--- config.mk ---
export PLATFORM = sky130hd
export DESIGN_NAME = ctw_trx_ctrl
export DESIGN_NICKNAME = d
export VERILOG_FILES = /design/src/ctw_wake_filter.v /design/src/ctw_trx_ctrl.v
export VERILOG_INCLUDE_DIRS = /design/src
export SDC_FILE = /design/constraint.sdc
export NUM_CORES = 1
export LEC_CHECK = 0
export BUFFER_PORTS_ARGS = -buffer_cell sky130_fd_sc_hd__buf_2
export CAP_MARGIN = 10
export CORE_ASPECT_RATIO = 0.75
export CORE_MARGIN = 1
export CORE_UTILIZATION = 58
export CTS_CLUSTER_DIAMETER = 150
export DETAILED_ROUTE_END_ITERATION = 6
export GPL_TIMING_DRIVEN = 0
export PLACE_DENSITY = 0.78
export SYNTH_ARGS = -nofsm -noshare
export SYNTH_HDL_FRONTEND = slang
export SYNTH_SLANG_ARGS = --single-unit
--- constraint.sdc ---
create_clock -name i_mclk -period 2.3 [get_ports i_mclk]
set_input_delay 0.46 -clock i_mclk [delete_from_list [all_inputs] [get_ports i_mclk]]
set_output_delay 0.46 -clock i_mclk [all_outputs]
set_load 0.005 [all_outputs]
--- src/ctw_map.vh ---
`ifndef CTW_MAP_VH
`define CTW_MAP_VH
`define CTW_ADDR_TRX_CTRL 7'h20
`define CTW_ADDR_TRX_STAT 7'h22
`define CTW_ADDR_BUS_FAIL 7'h33
`define CTW_ADDR_EVT_STAT2 7'h35
`define CTW_ADDR_WAKE_LVL 7'h4B
`define CTW_ADDR_WAKE_EN 7'h4C
`define CTW_ADDR_PNCFG_LO 7'h26
`define CTW_ADDR_PNCFG_HI 7'h2F
`define CTW_ADDR_PNMASK_LO 7'h68
`define CTW_ADDR_PNMASK_HI 7'h6F
`define CTW_CTRL_MODE_LSB 0
`define CTW_CTRL_SELWAKE_BIT 4
`define CTW_CTRL_CFGOK_BIT 5
`define CTW_CTRL_FDIGN_BIT 6
`define CTW_MODE_RESET 2'h1
`define CTW_SELWAKE_RESET 1'h0
`define CTW_CFGOK_RESET 1'h0
`define CTW_FDIGN_RESET 1'h1
`define CTW_TRXMODE_STBY 2'h0
`define CTW_TRXMODE_NORM_UV 2'h1
`define CTW_TRXMODE_NORM 2'h2
`define CTW_TRXMODE_SILENT 2'h3
`define CTW_DEV_STANDBY 3'h4
`define CTW_DEV_SLEEP 3'h1
`define CTW_DEV_NORMAL 3'h7
`define CTW_WAKE_FALL_BIT 0
`define CTW_WAKE_RISE_BIT 1
`define CTW_WAKE_LVL_BIT 1
`define CTW_SYNC_W 13
`define CTW_SYNC_RESET 13'h0004
`define CTW_WAKE_SETTLE_NS 50000
`define CTW_CLK_MHZ 50
// settle time in mclk cycles at the counter's width: 50 us at 50 MHz
`define CTW_WAKE_SETTLE_CYC 12'h9C4
`define CTW_WCNT_W 12
`endif

--- src/ctw_wake_filter.v ---
`include "ctw_map.vh"

module ctw_wake_filter (
    input wire i_mclk,
    input wire i_rst,
    input wire i_level,
    output reg o_stable,
    output reg o_rise,
    output reg o_fall
);
    localparam [`CTW_WCNT_W-1:0] SETTLE = `CTW_WAKE_SETTLE_CYC;

    reg last_r;
    reg valid_r;
    reg [`CTW_WCNT_W-1:0] cnt_r;

    // count cycles the sampled level has held; a new level is accepted only
    // after it held the full settle time, and the accepted level itself was
    // accepted the same way, so both sides of the edge were stable
    always @(posedge i_mclk) begin
        if (i_rst) begin
            last_r <= 1'b0;
            valid_r <= 1'b0;
            cnt_r <= {`CTW_WCNT_W{1'b0}};
            o_stable <= 1'b0;
            o_rise <= 1'b0;
            o_fall <= 1'b0;
        end else begin
            last_r <= i_level;
            o_rise <= 1'b0;
            o_fall <= 1'b0;
            if (i_level != last_r) begin
                cnt_r <= {`CTW_WCNT_W{1'b0}};
            end else if (cnt_r != SETTLE) begin
                cnt_r <= cnt_r + 1'b1;
            end
            if (i_level == last_r && cnt_r == SETTLE - 1'b1 &&
                (!valid_r || i_level != o_stable)) begin
                o_stable <= i_level;
                valid_r <= 1'b1;
                // first acceptance after reset has no prior level: no edge
                o_rise <= valid_r & i_level;
                o_fall <= valid_r & ~i_level;
            end
        end
    end
endmodule // ctw_wake_filter

--- src/ctw_trx_ctrl.v ---
`include "ctw_map.vh"

module ctw_trx_ctrl (
    input wire i_mclk,
    input wire i_rst,
    input wire i_spi_sck,
    input wire i_spi_cs_n,
    input wire i_spi_sdi,
    input wire [2:0] i_dev_mode,
    input wire i_rx_clamp_evt_en,
    input wire i_tx_ready,
    input wire i_osc_ok,
    input wire i_bus_silent,
    input wire i_vcc_uv,
    input wire i_txd_timeout,
    input wire i_bus_dom_timeout,
    input wire i_bus_short,
    input wire i_rx_clamp_det,
    input wire i_rxd_dominant,
    input wire i_frame_err_wake,
    input wire i_osc_fail,
    input wire i_vio_ok,
    input wire i_txd_low,
    input wire i_wake_pin,
    output reg o_spi_sdo,
    output reg o_spi_sdo_oe,
    output reg o_trx_tx_en,
    output reg o_trx_rx_en,
    output reg o_trx_bias_stby,
    output reg o_fd_frame_ignore,
    output reg o_selective_wake_enable,
    output reg o_selwake_config_valid,
    output reg o_local_wake,
    output reg o_wake_pull_up
);
    // selwake configuration registers live elsewhere but share this port
    function is_pn_cfg;
        input [6:0] a;
        begin
            is_pn_cfg = (a >= `CTW_ADDR_PNCFG_LO && a <= `CTW_ADDR_PNCFG_HI)
                || (a >= `CTW_ADDR_PNMASK_LO && a <= `CTW_ADDR_PNMASK_HI);
        end
    endfunction

    // synchronisers for spi pins and analog status
    reg [2:0] spi_s1_r;
    reg [2:0] spi_s2_r;
    reg [`CTW_SYNC_W-1:0] st_s1_r;
    reg [`CTW_SYNC_W-1:0] st_s2_r;
    reg wake_s1_r;
    reg wake_s2_r;

    always @(posedge i_mclk) begin
        if (i_rst) begin
            spi_s1_r <= 3'h2;
            spi_s2_r <= 3'h2;
            st_s1_r <= `CTW_SYNC_RESET;
            st_s2_r <= `CTW_SYNC_RESET;
            wake_s1_r <= 1'b0;
            wake_s2_r <= 1'b0;
        end else begin
            spi_s1_r <= {i_spi_sck, i_spi_cs_n, i_spi_sdi};
            spi_s2_r <= spi_s1_r;
            st_s1_r <= {i_txd_low, i_vio_ok, i_osc_fail, i_frame_err_wake,
                        i_rxd_dominant, i_rx_clamp_det, i_bus_short,
                        i_bus_dom_timeout, i_txd_timeout, i_vcc_uv,
                        i_bus_silent, i_osc_ok, i_tx_ready};
            st_s2_r <= st_s1_r;
            wake_s1_r <= i_wake_pin;
            wake_s2_r <= wake_s1_r;
        end
    end

    wire sck = spi_s2_r[2];
    wire cs_n = spi_s2_r[1];
    wire sdi = spi_s2_r[0];
    wire tx_ready = st_s2_r[0];
    wire osc_ok = st_s2_r[1];
    wire bus_silent = st_s2_r[2];
    wire vcc_uv = st_s2_r[3];
    wire txd_to = st_s2_r[4];
    wire bus_dom_to = st_s2_r[5];
    wire bus_short = st_s2_r[6];
    wire clamp_det = st_s2_r[7];
    wire rxd_dom = st_s2_r[8];
    wire frame_err = st_s2_r[9];
    wire osc_fail = st_s2_r[10];
    wire vio_ok = st_s2_r[11];
    wire txd_low = st_s2_r[12];

    // registers
    reg [1:0] trx_mode_select_r;
    reg sck_d_r;
    reg [4:0] bit_cnt_r;
    reg [14:0] rx_sh_r;
    reg [6:0] tx_sh_r;
    reg [1:0] wake_en_r;
    reg rx_clamp_status_r;
    reg [2:0] dev_mode_d_r;
    reg txd_hold_r;
    reg norm_req_d_r;

    wire sck_rise = sck & ~sck_d_r;
    wire sck_fall = ~sck & sck_d_r;
    wire [15:0] frame = {rx_sh_r, sdi};
    wire wr_done = sck_rise && !cs_n && bit_cnt_r == 5'd15 && !frame[8];
    wire [6:0] wr_addr = frame[15:9];
    wire [7:0] wr_data = frame[7:0];
    wire dev_normal = (i_dev_mode == `CTW_DEV_NORMAL);
    wire dev_low = (i_dev_mode == `CTW_DEV_STANDBY) ||
                   (i_dev_mode == `CTW_DEV_SLEEP);

    // read data of the addressed register; unmapped reads return zero
    reg [7:0] rd_data;
    always @* begin
        rd_data = 8'h00;
        case (rx_sh_r[7:1])
            `CTW_ADDR_TRX_CTRL: begin
                rd_data[`CTW_CTRL_MODE_LSB+1:`CTW_CTRL_MODE_LSB] =
                    trx_mode_select_r;
                rd_data[`CTW_CTRL_SELWAKE_BIT] = o_selective_wake_enable;
                rd_data[`CTW_CTRL_CFGOK_BIT] = o_selwake_config_valid;
                rd_data[`CTW_CTRL_FDIGN_BIT] = o_fd_frame_ignore;
            end
            `CTW_ADDR_TRX_STAT: begin
                rd_data[7] = tx_ready;
                rd_data[6] = frame_err | ~o_selwake_config_valid |
                             osc_fail;
                rd_data[5] = o_selwake_config_valid;
                rd_data[4] = osc_ok;
                rd_data[3] = bus_silent;
                rd_data[1] = vcc_uv;
                rd_data[0] = txd_to;
            end
            `CTW_ADDR_BUS_FAIL: begin
                rd_data[1] = bus_dom_to;
                rd_data[0] = bus_short;
            end
            `CTW_ADDR_EVT_STAT2: begin
                rd_data[0] = rx_clamp_status_r;
            end
            `CTW_ADDR_WAKE_LVL: begin
                // level only meaningful with interface supply present
                rd_data[`CTW_WAKE_LVL_BIT] = wake_s2_r & vio_ok &
                    (dev_normal | (|wake_en_r));
            end
            `CTW_ADDR_WAKE_EN: begin
                rd_data[1:0] = wake_en_r;
            end
            default: begin
                rd_data = 8'h00;
            end
        endcase
    end

    // spi slave, mode 0, 16-bit frame: 7-bit address, read flag, data
    always @(posedge i_mclk) begin
        if (i_rst) begin
            sck_d_r <= 1'b0;
            bit_cnt_r <= 5'd0;
            rx_sh_r <= 15'h0000;
            tx_sh_r <= 7'h00;
            o_spi_sdo <= 1'b0;
            o_spi_sdo_oe <= 1'b0;
        end else begin
            sck_d_r <= sck;
            o_spi_sdo_oe <= ~cs_n;
            if (cs_n) begin
                bit_cnt_r <= 5'd0;
                o_spi_sdo <= 1'b0;
            end else if (sck_rise) begin
                rx_sh_r <= {rx_sh_r[13:0], sdi};
                bit_cnt_r <= bit_cnt_r + 5'd1;
            end else if (sck_fall && bit_cnt_r == 5'd8) begin
                // header complete: present the addressed register
                o_spi_sdo <= rd_data[7];
                tx_sh_r <= rd_data[6:0];
            end else if (sck_fall && bit_cnt_r > 5'd8) begin
                o_spi_sdo <= tx_sh_r[6];
                tx_sh_r <= {tx_sh_r[5:0], 1'b0};
            end
        end
    end

    // control and wake-enable registers
    always @(posedge i_mclk) begin
        if (i_rst) begin
            trx_mode_select_r <= `CTW_MODE_RESET;
            o_selective_wake_enable <= `CTW_SELWAKE_RESET;
            o_selwake_config_valid <= `CTW_CFGOK_RESET;
            o_fd_frame_ignore <= `CTW_FDIGN_RESET;
            wake_en_r <= 2'h0;
        end else if (wr_done) begin
            if (wr_addr == `CTW_ADDR_TRX_CTRL) begin
                // only software writes reach the mode field
                trx_mode_select_r <= wr_data[`CTW_CTRL_MODE_LSB+1:
                    `CTW_CTRL_MODE_LSB];
                o_selective_wake_enable <=
                    wr_data[`CTW_CTRL_SELWAKE_BIT];
                o_selwake_config_valid <= wr_data[`CTW_CTRL_CFGOK_BIT];
                o_fd_frame_ignore <= wr_data[`CTW_CTRL_FDIGN_BIT];
            end
            if (wr_addr == `CTW_ADDR_WAKE_EN) begin
                wake_en_r <= wr_data[1:0];
            end
            if (is_pn_cfg(wr_addr)) begin
                o_selwake_config_valid <= 1'b0;
            end
        end
    end

    // receive clamp status: set beats clear in the same cycle
    always @(posedge i_mclk) begin
        if (i_rst) begin
            rx_clamp_status_r <= 1'b0;
            dev_mode_d_r <= `CTW_DEV_STANDBY;
        end else begin
            dev_mode_d_r <= i_dev_mode;
            if (i_rx_clamp_evt_en && clamp_det) begin
                rx_clamp_status_r <= 1'b1;
            end else if (rxd_dom ||
                         (dev_low && i_dev_mode != dev_mode_d_r)) begin
                rx_clamp_status_r <= 1'b0;
            end
        end
    end

    // transceiver steering from the requested mode and live conditions
    wire norm_req = dev_normal &&
        (trx_mode_select_r == `CTW_TRXMODE_NORM_UV ||
         trx_mode_select_r == `CTW_TRXMODE_NORM);
    wire uv_block = (trx_mode_select_r == `CTW_TRXMODE_NORM_UV) &
                    vcc_uv;
    wire txd_hold_nxt = norm_req &&
        ((txd_hold_r || !norm_req_d_r) && txd_low);

    always @(posedge i_mclk) begin
        if (i_rst) begin
            txd_hold_r <= 1'b0;
            norm_req_d_r <= 1'b0;
            o_trx_tx_en <= 1'b0;
            o_trx_rx_en <= 1'b0;
            o_trx_bias_stby <= 1'b0;
        end else begin
            txd_hold_r <= txd_hold_nxt;
            norm_req_d_r <= norm_req;
            if (!dev_normal) begin
                // leaving Normal, incl. undervoltage sleep, biases standby
                o_trx_tx_en <= 1'b0;
                o_trx_rx_en <= 1'b0;
                o_trx_bias_stby <= 1'b1;
            end else if (norm_req) begin
                // mode 10 ignores supply undervoltage entirely
                o_trx_tx_en <= ~uv_block & ~txd_hold_nxt &
                               ~rx_clamp_status_r;
                o_trx_rx_en <= ~uv_block;
                o_trx_bias_stby <= uv_block;
            end else if (trx_mode_select_r == `CTW_TRXMODE_SILENT) begin
                o_trx_tx_en <= 1'b0;
                o_trx_rx_en <= 1'b1;
                o_trx_bias_stby <= 1'b0;
            end else begin
                o_trx_tx_en <= 1'b0;
                o_trx_rx_en <= 1'b0;
                o_trx_bias_stby <= 1'b1;
            end
        end
    end

    // local wake from filtered edges, only in Standby or Sleep
    wire wk_stable;
    wire wk_rise;
    wire wk_fall;

    ctw_wake_filter u_wake_filter (
        .i_mclk(i_mclk),
        .i_rst(i_rst),
        .i_level(wake_s2_r),
        .o_stable(wk_stable),
        .o_rise(wk_rise),
        .o_fall(wk_fall)
    );

    always @(posedge i_mclk) begin
        if (i_rst) begin
            o_local_wake <= 1'b0;
            o_wake_pull_up <= 1'b0;
        end else begin
            o_local_wake <= dev_low &&
                ((wk_rise && wake_en_r[`CTW_WAKE_RISE_BIT]) ||
                 (wk_fall && wake_en_r[`CTW_WAKE_FALL_BIT]));
            // pull follows the stable level to save quiescent current
            o_wake_pull_up <= wk_stable;
        end
    end
endmodule // ctw_trx_ctrl

# Word-level counts from Yosys, hierarchy flattened
# Cells that the tools add are included.
[op_classes]
n_addsub = 2
n_lt_le_gt_ge = 5
eq_ne = 22
n_mux = 18
n_bitwise = 24
reduce_logical = 43
[op_table]
columns = ["operator", "count"]
rows = [
  ["$eq 7x6->1 const B", 5],
  ["$eq 7x7->1 const B", 3],
  ["$logic_and 1x1->1", 17],
  ["$mux 7", 2],
  ["$mux 1", 13],
  ["$add 12x1->12 const B", 1],
  ["$eq 12x12->1 const B", 1],
  ["$ne 12x12->1 const B", 1],
  ["$not 1->1", 12],
  ["$eq 5x4->1 const B", 2],
  ["$pmux 1 s5", 2],
  ["$reduce_and 2->1", 5],
  ["$reduce_or 2->1", 5],
  ["$and 1x1->1", 9],
  ["$ge 7x6->1 const B", 1],
  ["$ge 7x7->1 const B", 1],
  ["$le 7x6->1 const B", 1],
  ["$le 7x7->1 const B", 1],
  ["$logic_or 1x1->1", 7],
  ["$eq 3x3->1 const B", 2],
  ["$pmux 3 s2", 1],
  ["$reduce_bool 2->1", 3],
  ["$add 5x1->5 const B", 1],
  ["$gt 5x4->1 const B", 1],
  ["other kinds (10)", 17],
]
[totals]
reg_bits = 99
input_bits = 23
output_inout_bits = 10
wordCells = 146

# Logic depth before layout (Yosys ltp)
# Gate-level depths: netlist of run 1.
[depth]
word_depth = 7
mapped_depth = 7
depth_no_buf = 7

# Modules after synthesis
# From an unflattened synthesis of run 1, not the netlist that was laid out.
[hier_totals]
cells_unflattened = 409
hier_area_um2 = 3807.4
[by_module_without_submodules]
columns = ["module", "instances", "cells_each", "area_each_um2", "seq_area_each_um2"]
rows = [
  ["ctw_trx_ctrl", 1, 327, 3060.4, 1641.6],
  ["ctw_wake_filter", 1, 82, 747.0, 340.3],
]

# Worst setup path before layout of run 1
# Ideal clock, no wire load.
[synth_timing]
path_kind = "register to register"
start = "register bit_cnt_r[0]"
end = "register tx_sh_r[1]"
setup_time_ns = 0.116
t_arrival_ns = 1.619
required_ns = 2.184
setup_slack_ns = 0.565
path_stages_with_launch = 8
path_buffers = 1
period_less_slack_ns = 1.735
cell_sequence = "dfxtp_1 inv_1 ha_1 nand4bb_1 or2_2 clkbuf_1 a2111o_1 o211a_1"
[synth_via]
elab_chain_len = 4
elab_cells_between_ends = 7
cone_classes = "order compare (1); eq/ne (1); mux (1); reduce/logical (4)"
[synth_lines]
columns = ["item", "line_no", "text"]
rows = [
  ["from (decl)", "ctw_trx_ctrl.v:94", "reg [4:0] bit_cnt_r;"],
  ["from (signal assigned)", "ctw_trx_ctrl.v:173", "bit_cnt_r <= bit_cnt_r + 5'd1;"],
  ["$gt 5x4->1 or $eq 5x4->1 (tied branches)", "ctw_trx_ctrl.v:178, ctw_trx_ctrl.v:174", ""],
  ["$logic_and 1x1->1 (on tied branches)", "ctw_trx_ctrl.v:178, ctw_trx_ctrl.v:174", ""],
  ["$reduce_bool 2->1 (no line)", "-", ""],
  ["$reduce_and 3->1 (no line)", "-", ""],
  ["to (signal assigned)", "ctw_trx_ctrl.v:177", "tx_sh_r <= rd_data[6:0];"],
  ["to (signal assigned)", "ctw_trx_ctrl.v:180", "tx_sh_r <= {tx_sh_r[5:0], 1'b0};"],
  ["to (decl)", "ctw_trx_ctrl.v:96", "reg [6:0] tx_sh_r;"],
]
# Parallel ways exist; a longest one is shown, timed or not.
# A chain may end at the register's enable or synchronous reset.

# Worst setup path in the final report of run 1
[layout_timing]
start = "register bit_cnt_r[0]"
end = "register trx_mode_select_r[0]"
[layout_via]
elab_chain_len = 4
[layout_lines]
columns = ["item", "line_no", "text"]
rows = [
  ["$eq 5x4->1", "ctw_trx_ctrl.v:106", "wire wr_done = sck_rise && !cs_n && bit_cnt_r == 5'd15 && !frame[8];"],
  ["$logic_and 1x1->1 (2 in a row)", "ctw_trx_ctrl.v:106", ""],
  ["$reduce_and 2->1 (no line)", "-", ""],
  ["to (signal assigned)", "ctw_trx_ctrl.v:188", "trx_mode_select_r <= `CTW_MODE_RESET;"],
  ["to (signal assigned)", "ctw_trx_ctrl.v:196", "trx_mode_select_r <= wr_data[`CTW_CTRL_MODE_LSB+1:"],
  ["to (decl)", "ctw_trx_ctrl.v:92", "reg [1:0] trx_mode_select_r;"],
]
# No other way between the ends.

==> summary.md, run 1 <==
| Metric | Value |
|---|---|
| Outcome | finished, final reports clean |
| Tmin final | 2.03 ns |
| Fin. Hold Viols | 0 |
| CTS tree | done |
| RR Startpoint | bit_cnt_r[0] |
| Slew @ Worst Pin | 0.928 ns |
| Mapped Area | 3770 um^2 |
| HP Class | in -> reg |
| Mean Syn Cell Area | 9.37 um^2 |
| DP Wirelength | 5510 um |
| Synth Flop Type | dfxtp_1 |
| Drt wl/cell | 14.2 um |
| Overall Power | 2920 uW |
| CP max stage cell | dfxtp_1 |
| Clock latency on the worst-skew pair | 0.36 ns |
| Final Slew Violations | 0 |
| # port buffers | 32 |
| Synth Area in Simple Gates | 27.6% |
| Crit path cell chain | ha_1 -> and3_1 -> ha_1 -> nor3b_1 -> nand3_1 -> o21ai_0 -> nand3_1 |
| HP Start | i_spi_cs_n |
| Met3 Use GR | 6.26% |
| 1st-iter DRT viols | 136 |
| Reg2reg path depth | 7 |
| RR Endpoint | trx_mode_select_r[0] |
| Warning count from the yosys run | 0 |
| Setup CP Type | reg -> reg |
| Hold Path Cell Cnt | 2 |
| Vias in the first global route | 2,553 |
| Core Area | 6290 um^2 |
| Post-CTS Resized | 0 |
| Post-Synth XOR/XNOR Area | 2.56% |
| GR Util met2 | 35.2% |
| Post-CTS setup repair buffer count | 0 |
| Max stage delay on crit path | 0.40 ns |
| Unrepaired setup endpoints after global routing | false |
| Initial Util | 59.9% |
| Post-Route WL | ~7500 um |
| Std cell rows | 25 |
| Final nets | 475 |
| Avg Vias per Cell | 5.49 |
| Hold Crit Endpoint | spi_s1_r[1] |
| Routed Antenna Nets | 0 |
| Area Growth Syn to Fin | 11.8% |
| Net Count, Synth | 432 |
| Max Clock Freq | 492 MHz |
| Clock buffer count from CTS | 9 |
| Register-to-register setup slack | 0.27 ns |
| Adder-Cell Fraction of Synth Area | 2.32% |
| Antenna diodes | 0 |
| Fillers | 522 |
| CTS hold repair buffers | 0 |
| Clock skew | 0.0124 ns |
| Share of cells above drive strength 1 | 14.4% |
| Yosys cell types | 48 |
| Most common cell after layout, fill and taps aside | dfxtp_1 |
| I/O Pins | 33 |
| GR peak layer | met2 |
| Final setup violation count | 0 |
| Worst EP required | 2.54 ns |
| Share of synthesized registers carrying an async set or reset | 0% |
| Via count | 2,914 |
| CTS clk-pin slew, worst paths | 0.10 ns |
| Crit end category | flip-flop |
| Gate Count Post-Synth | around 400 |
| Largest family of logic cells by synthesized area | simple AND/OR/NAND/NOR gates |
| Worst setup path start | bit_cnt_r[0] |
| Die area | between 6000 and 7000 um^2 |
| CP Data Arrival Time | 2.27 ns |
| Slew HR | 37.7% |
| Pin count of the biggest net entering global routing | 19 |
| First-pass GRT wire length | between 10,000 and 15,000 um |
| Sequential share of the synthesized area | 52.6% |
| Synth Area in Compound Gates | about 9.7% |
| Setup tns final | 0 ns |
| Most frequent cells in the layout | 99 x dfxtp_1, 42 x nand2_1, 35 x nor2b_1 |
| Clk buf depth | 2 |
| Leakage power | 0.00156 uW |
| FF+latch count, synth | 99 |
| Root buffer cell | clkbuf_8 |
| CTS sink cnt | 99 |
| Die H | a little over 70 um |
| Width of the die | 95.1 um |
| H-tree Lvls | 3 |
| Residual DRC | 0 |
| Number of flops mapped to enable cells by yosys | 0 |
| Max VDD drop | 457 uV |
| Worst Path Max Fanout | 6 |
| GPL Wtd Cong | 0.879 |
| Pwr per Cell Area | 693 nW/um^2 |
| Multiplexer share of the synthesized area | under 10% |
| Max-cap violations | 0 |
| First drt pass iteration count | 5 |
| Period utilization | 88.4% |
| All-Layer GR Usage | 23.8% |
| Initial antenna violation count | 0 |
| M1 GR Usage | about 34% |
| Startpoint types | flip-flop |
| Total gr overflow | 0 |
[worst max path at each step]
stage | end | slack (ns)
after floorplan | tx_sh_r[1] | 0.56
after global placement | tx_sh_r[1] | 0.39
after detailed placement | trx_mode_select_r[0] | 0.34
after CTS | tx_sh_r[1] | 0.25
after global routing | trx_mode_select_r[0] | 0.1
final | trx_mode_select_r[0] | 0.27
[kinds of logic after synthesis]
group,count (synthesis)
xor gates and xnor gates,11
and+or+nand+nor,185
AOI/OAI and AO/OA,61
DFF,99
muxes,8
adders and majority gates,7
buffers and inverters,31
[per-stage QoR]
stage	area [um^2]	setup WS [ns]	util, %	instances	hold slack (ns)
2_1_floorplan	3770	0.565	-	402	0.389
3_3_place_gp	4030	0.390	64.1	515	0.398
3_5_place_dp	4030	0.344	64.1	515	0.398
4_1_cts	4210	0.254	67.0	531	0.270
5_1_grt	4210	0.0973	67.0	531	0.257
6_report	4210	0.267	67.0	531	0.275
[per-layer routing]
layer	vias to the layer above	wire length (um)
li1	1458	-
met1	1352	3720
met2	93	3240
met3	11	486
met4	0	97
met5	-	0
[layout make-up]
class,instances,area [um^2],share of cell area [%]
clock buffer,10,128,3.03
clock inverter,6,55.1,1.31
multi-input combinational,272,1670,39.6
tap,81,101,2.41
sequential,99,1980,47.0
inverter,15,56.3,1.34
timing repair buffer,32,160,3.80
buffer,16,61.3,1.46
[cell usage after synthesis (9+ instances only)]
library cell | n | area, um^2
a21oi_1 | 29 | 145
clkbuf_1 | 14 | 52.6
dfxtp_1 | 99 | 1980
inv_1 | 15 | 56.3
nand2_1 | 42 | 158
nand3_1 | 15 | 75.1
nor2_1 | 28 | 105
nor2b_1 | 35 | 219
nor3_1 | 13 | 65.1
o21ai_0 | 14 | 70.1
or2_2 | 9 | 56.3
[registers in the layout, summed over array words and instances (netlist names), 2 cells and up]
name,flops
dev_mode_d_r,3
spi_s2_r,3
st_s2_r,13
u_wake_filter.cnt_r,12
tx_sh_r,7
st_s1_r,13
bit_cnt_r,5
wake_en_r,2
rx_sh_r,15
trx_mode_select_r,2
spi_s1_r,3
[critical path: cells and delay by family (launching register included)]
family / cells / cell delay [ns]
DFF: 1 / 0.40
adders and majority gates: 2 / 0.35
and+or+nand+nor: 4 / 0.89
AOI/OAI and AO/OA: 1 / 0.26
[power breakdown]
group          switching, uW  internal (uW)
Combinational           63.3           52.5
Sequential              18.5           1750
Clock                    616            417
Total                    697           2220
Power figures use the tool's default switching activity.
==> inputs of run 2 (changes only) <==
Settings changed: CORE_UTILIZATION 58 to 60, PLACE_DENSITY 0.78 to 0.8.
Clock period 2.3 ns to 2.43 ns, I/O delays scaled along.
==> run 2 against run 1 <==
Compared with the run above: clock power up 6%; global-route usage up 1.5 points; die area down 3.3%; setup slack gained 0.11 ns; critical path type unchanged; fmax decreased by 1.0%; final area rose by 0.50%.
==> summary.md, run 2 (same netlist as run 1, synthesis figures left out) <==
| Metric | Value |
|---|---|
| Outcome | finished, final reports clean |
| Non-Filler Instances | 528 (-0.56%) |
| CTS clk-pin slew, worst paths | 0.10 ns (about the same) |
| Setup CP Type | reg -> reg |
| Tmin final | 2.05 ns (+0.0205 ns) |
| Routed Antenna Nets | 0 (unchanged) |
| First-pass GRT wire length | 12,700 um (+3.7%) |
| CTS hold repair buffers | 0 (unchanged) |
| Hold WS | 0.287 ns (+0.0119 ns) |
| Final Slew Violations | 0 (unchanged) |
| Max stage delay on crit path | 0.40 ns (about the same) |
| Crit end category | flip-flop |
| Unrepaired setup endpoints after global routing | false |
| I/O Pins | 33 (unchanged) |
| Clk buf depth | 2 (unchanged) |
| CTS sink cnt | 99 (unchanged) |
| Worst Path Max Fanout | 5 (-1) |
| Area Growth Syn to Fin | 12.4% |
| All-Layer GR Usage | 25.3% (+1.5 points) |
| Clock latency on the worst-skew pair | 0.38 ns (+0.02 ns) |
| Clock skew | 0.0103 ns (-0.00215 ns) |
| Most common cell after layout, fill and taps aside | dfxtp_1 |
| GPL Wtd Cong | 0.849 (-3.3%) |
| Final setup violation count | 0 (unchanged) |
| Die area | 6610 um^2 (-3.3%) |
| Pwr per Cell Area | 679 nW/um^2 (-2.0%) |
| Width of the die | 93.5 um (-1.6%) |
| Slew HR | 46.2% (+8.6 points) |
| Crit path cell chain | ha_1 -> and3_1 -> ha_1 -> nor3b_1 -> and3_1 -> a21oi_1 -> nor4_1 |
| Largest registers | rx_sh_r (15), st_s1_r (13), st_s2_r (13) |
| Core Area | 5950 um^2 (-5.4%) |
| Post-DP Area | 4030 um^2 (about the same) |
| Largest register FFs | 15 (unchanged) |
| Drt wl/cell | 14.4 um (+1.8%) |
| Std cell rows | 24 (-4.0%) |
| CP max stage cell | dfxtp_1 |
| Setup tns final | 0 ns (unchanged) |
| Placed Cells | 512 (-0.58%) |
| Final instance area | 4230 um^2 (+0.50%) |
| DP Wirelength | 5510 um (about the same) |
| Post-Route WL | 7630 um (+1.2%) |
| First drt pass iteration count | 6 (+1) |
| Max VDD drop | 455 uV (-0.50%) |
| Avg Vias per Cell | 5.59 (+1.8%) |
| Vias in the first global route | 2,661 (+4.2%) |
| Period utilization | 84.5% (-3.9 points) |
| CTS tree | done |
| H-tree Lvls | 3 (unchanged) |
| Worst EP required | 2.71 ns (+0.17 ns) |
| Most frequent cells in the layout | 99 x dfxtp_1, 42 x nand2_1, 35 x nor2b_1 |
| Post-CTS Resized | 0 (unchanged) |
| Residual DRC | 0 (unchanged) |
| Fin. Hold Viols | 0 (unchanged) |
| Die H | 70.6 um (-1.6%) |
| Root buffer cell | clkbuf_8 |
| HP Class | in -> reg |
| Max-cap violations | 0 (unchanged) |
| Max Clock Freq | 487 MHz (-1.0%) |
| Via count | 2,949 (+1.2%) |
| Pin count of the biggest net entering global routing | 19 (unchanged) |
| Initial Util | 63.4% (+3.4 points) |
| Share of cells above drive strength 1 | 14.7% (+0.22 points) |
| Startpoint types | flip-flop |
| Initial antenna violation count | 0 (unchanged) |
| # port buffers | 32 (unchanged) |
| Clock buffer count from CTS | 9 (unchanged) |
| CP Data Arrival Time | 2.33 ns (+0.06 ns) |
| Most flop-heavy register | rx_sh_r |
| Antenna diodes | 0 (unchanged) |
| Final nets | 475 (unchanged) |
| Post-CTS setup repair buffer count | 0 (unchanged) |
| Leakage power | 0.00157 uW (+0.55%) |
| Slew @ Worst Pin | 0.800 ns (-0.128 ns) |
| Total gr overflow | 0 (unchanged) |
| 1st-iter DRT viols | 320 (+140%) |
## run 2: changes by cell type in the layout (fill, tap and decap cells not counted)
cell,before,now
clkinvlp_4,0,1
inv_6,3,2
bufinv_16,0,1
clkbuf_1,15,14
## run 2: routing by layer
metal | vias up | GRT usage (%) | share of wire [%]
met5 | - | 0 | 0
met1 | 1360 | 37.1 | 50
met2 | 122 | 36.7 | 42
met4 | 0 | 8.72 | 1.2
met3 | 14 | 5.81 | 7.5
li1 | 1453 | - | -
## run 2: cell type report
cell class | instances | area [um^2]
clock buffer | 9 | 124
inverter | 15 | 56.3
buffer | 16 | 61.3
tap | 78 | 97.6
multi-input combinational | 272 | 1670
clock inverter | 7 | 83.8
fill | 450 | 1710
timing repair buffer | 32 | 160
sequential | 99 | 1980
## run 2: metrics by stage
step	total power (uW)	setup slack, ns	utilization [%]
2_1_floorplan	1780	0.695	-
3_3_place_gp	1820	0.526	67.7
3_5_place_dp	1830	0.504	67.7
4_1_cts	2890	0.432	71.2
5_1_grt	2970	0.203	71.2
6_report	2880	0.376	71.2
## run 2: where the power goes
part | switching [uW] | internal [uW] | leakage, uW
sequential | 18.3 | 1660 | 0.000807
combinational | 62.7 | 50.1 | 0.000659
clock | 592 | 493 | 0.000102
## run 2: final timing paths
kind	slack, ns	to	depth (start not counted)	startpoint
max	0.38	o_selwake_config_valid	7	bit_cnt_r[0]
min	0.29	spi_s1_r[1]	2	i_spi_cs_n
max reg2reg	0.38	o_selwake_config_valid	7	bit_cnt_r[0]
min reg2reg	0.43	st_s2_r[2]	1	st_s1_r[2]
## run 2: worst max-delay path: cells and delay by family, from the launching register on
family                   cells  cell delay, ns
adder cells (fa/ha/maj)      2            0.37
flip-flops                   1            0.40
AO/OA/AOI/OAI                1            0.11
AND/OR/NAND/NOR              4            1.09
==> inputs of run 3 (changes only) <==
Settings changed: CORE_UTILIZATION 60 to 53, PLACE_DENSITY 0.8 to 0.75.
Clock period 2.43 ns to 1.8 ns, I/O delays scaled along.
==> run 3 against run 2 <==
Compared with the run above: core utilization down 8.6 points; sequential power increased by 35%; clock-buffer cell count rose by 1; setup slack lost 0.32 ns; sequential cell count did not move; critical path depth decreased by 2; clock skew grew 0.0047 ns; largest cell class unchanged; wire length shrank 3.5%.
==> summary.md, run 3 (same netlist as run 1, synthesis figures left out) <==
| Metric | Value |
|---|---|
| Slew @ Worst Pin | 0.673 ns (-0.128 ns) |
| Die H | 75.0 um (+6.2%) |
| All-Layer GR Usage | 21.4% (-3.9 points) |
| Initial Util | 55.2% (-8.2 points) |
| Clock buffer count from CTS | 9 (unchanged) |
| Hold Crit Endpoint | st_s1_r[2] |
| Via count | 2,838 (-3.8%) |
| CP max stage cell | a2111o_1 |
| Hold WS | 0.185 ns (-0.102 ns) |
| Die area | 7460 um^2 (+13%) |
| CTS sink cnt | 99 (unchanged) |
| Routed Antenna Nets | 0 (unchanged) |
| Post-Route WL | 7360 um (-3.5%) |
| Outcome | finished, final reports clean |
| Core Area | 6830 um^2 (+15%) |
| Clock skew | 0.0150 ns (+0.00470 ns) |
| First-pass GRT wire length | 12,200 um (-4.0%) |
| Worst Path Max Fanout | 7 (+2) |
| DP Wirelength | 5390 um (-2.2%) |
| Largest register FFs | 15 (unchanged) |
| Crit end category | flip-flop |
| Share of cells above drive strength 1 | 16.8% (+2.1 points) |
| Total gr overflow | 0 (unchanged) |
| Avg Vias per Cell | 5.34 (-4.3%) |
| Residual DRC | 0 (unchanged) |
| Worst setup path start | spi_s2_r[2] |
| CTS hold repair buffers | 0 (unchanged) |
| Unrepaired setup endpoints after global routing | false |
| First drt pass iteration count | 4 (-2) |
| Leakage power | 0.00158 uW (+0.64%) |
| Root buffer cell | clkbuf_8 |
| Final instance area | 4280 um^2 (+0.98%) |
| Pwr per Cell Area | 894 nW/um^2 (+32%) |
| Tmin final | 1.74 ns (-0.313 ns) |
| Worst EP required | 2.05 ns (-0.66 ns) |
| GPL Wtd Cong | 0.803 (-5.5%) |
| Most frequent cells in the layout | 96 x dfxtp_1, 42 x nand2_1, 35 x nor2b_1 |
| Reg2reg path depth | 5 (-2) |
| Hold Path Cell Cnt | 2 (unchanged) |
| 1st-iter DRT viols | 140 (-56%) |
| Area of the multi-input gates | 1710 um^2 (+2.5%) |
| RR Startpoint | spi_s2_r[2] |
| Slew HR | 55.0% (+8.7 points) |
| # port buffers | 32 (unchanged) |
| CTS clk-pin slew, worst paths | 0.08 ns (-0.02 ns) |
| Most common cell after layout, fill and taps aside | dfxtp_1 |
| Period utilization | 96.7% (+12 points) |
| Area Growth Syn to Fin | 13.4% |
| HP Start | i_bus_silent |
| Final Slew Violations | 0 (unchanged) |
| Most flop-heavy register | rx_sh_r |
| Pin count of the biggest net entering global routing | 17 (-2) |
| I/O Pins | 33 (unchanged) |
| Antenna diodes | 0 (unchanged) |
| Max-cap violations | 0 (unchanged) |
| Initial antenna violation count | 0 (unchanged) |
| Std cell rows | 26 (+8.3%) |
| CTS tree | done |
| H-tree Lvls | 3 (unchanged) |
| Max stage delay on crit path | 0.40 ns (about the same) |
| Final nets | 473 (-0.42%) |
| Fillers | 589 (+31%) |
| Width of the die | 99.4 um (+6.3%) |
| Final setup violation count | 0 (unchanged) |
| Fin. Hold Viols | 0 (unchanged) |
| Post-DP Area | 4030 um^2 (+0.19%) |
| Register-to-register setup slack | 0.06 ns (-0.32 ns) |
| Vias in the first global route | 2,593 (-2.6%) |
| Largest registers | rx_sh_r (15), st_s1_r (13), st_s2_r (13) |
| Clk buf depth | 2 (unchanged) |
| Crit path cell chain | nand2b_4 -> or3_4 -> buf_6 -> a2111o_1 -> o211a_1 |
| HP Class | in -> reg |
| Drt wl/cell | 13.9 um (-4.0%) |
| Startpoint types | flip-flop |
| Overall Power | 3820 uW (+33%) |
| Clock latency on the worst-skew pair | 0.36 ns (-0.02 ns) |
| Max Clock Freq | 574 MHz (+18%) |
| RR Endpoint | tx_sh_r[1] |
| Setup CP Type | reg -> reg |
| CP Data Arrival Time | 1.99 ns (-0.34 ns) |
| Sequential standard cell area | 1990 um^2 (+0.19%) |
| Max VDD drop | 489 uV (+7.6%) |
run 3: final cells by class:
type / instances / area share (%)
repair buffers: 32 / 3.75
well taps: 84 / 2.46
flip-flops and latches: 99 / 46.4
multi-input cells: 272 / 40.0
clock inverters: 5 / 1.40
plain buffers: 14 / 1.40
clock buffers: 10 / 3.22
inverters: 15 / 1.32
run 3: per-layer routing:
layer	wire [um]	vias up	GRT usage, %
li1	-	1448	-
met1	3660	1312	29.2
met2	3170	67	33.2
met3	412	11	6.41
met4	121	0	6.37
met5	0	-	0
run 3: what timing repair did:
| item | CTS | global route |
|---|---|---|
| gates resized for setup | 1 | 17 |
| pin swaps | 0 | 3 |
| buffers inserted | 0 | 0 |
| endpoints found under the setup margin | 8 | 23 |
run 3: worst max-delay path: cells and delay by family (launching register included):
kind / cells / cell delay, ns
buffers and inverters: 1 / 0.14
AND/OR/NAND/NOR: 2 / 0.54
flip-flops: 1 / 0.34
AO/OA/AOI/OAI: 2 / 0.62
run 3: through the flow:
| stage | cells | setup TNS, ns | worst slack, ns | utilization, % |
|---|---|---|---|---|
| 2_1_floorplan | 402 | 0 | 0.0645 | - |
| 3_3_place_gp | 518 | -0.280 | -0.0683 | 59.0 |
| 5_1_grt | 531 | 0 | 0.00247 | 62.6 |
| 3_5_place_dp | 518 | -0.525 | -0.0944 | 59.0 |
| 6_report | 531 | 0 | 0.0586 | 62.6 |
| 4_1_cts | 532 | 0 | 0.0106 | 62.0 |
run 3: how the worst max path moves through the flow:
stage,slack (ns),to
final,0.06,tx_sh_r[1]
after global routing,0.002,tx_sh_r[1]
after CTS,0.01,o_fd_frame_ignore
after detailed placement,-0.09,o_fd_frame_ignore
after global placement,-0.07,o_selwake_config_valid
after floorplan,0.06,tx_sh_r[1]
run 3: power breakdown:
group / switching [uW] / internal (uW) / total (uW)
clock: 730 / 680 / 1410
sequential: 22.7 / 2240 / 2260
combinational: 82.1 / 67.5 / 150
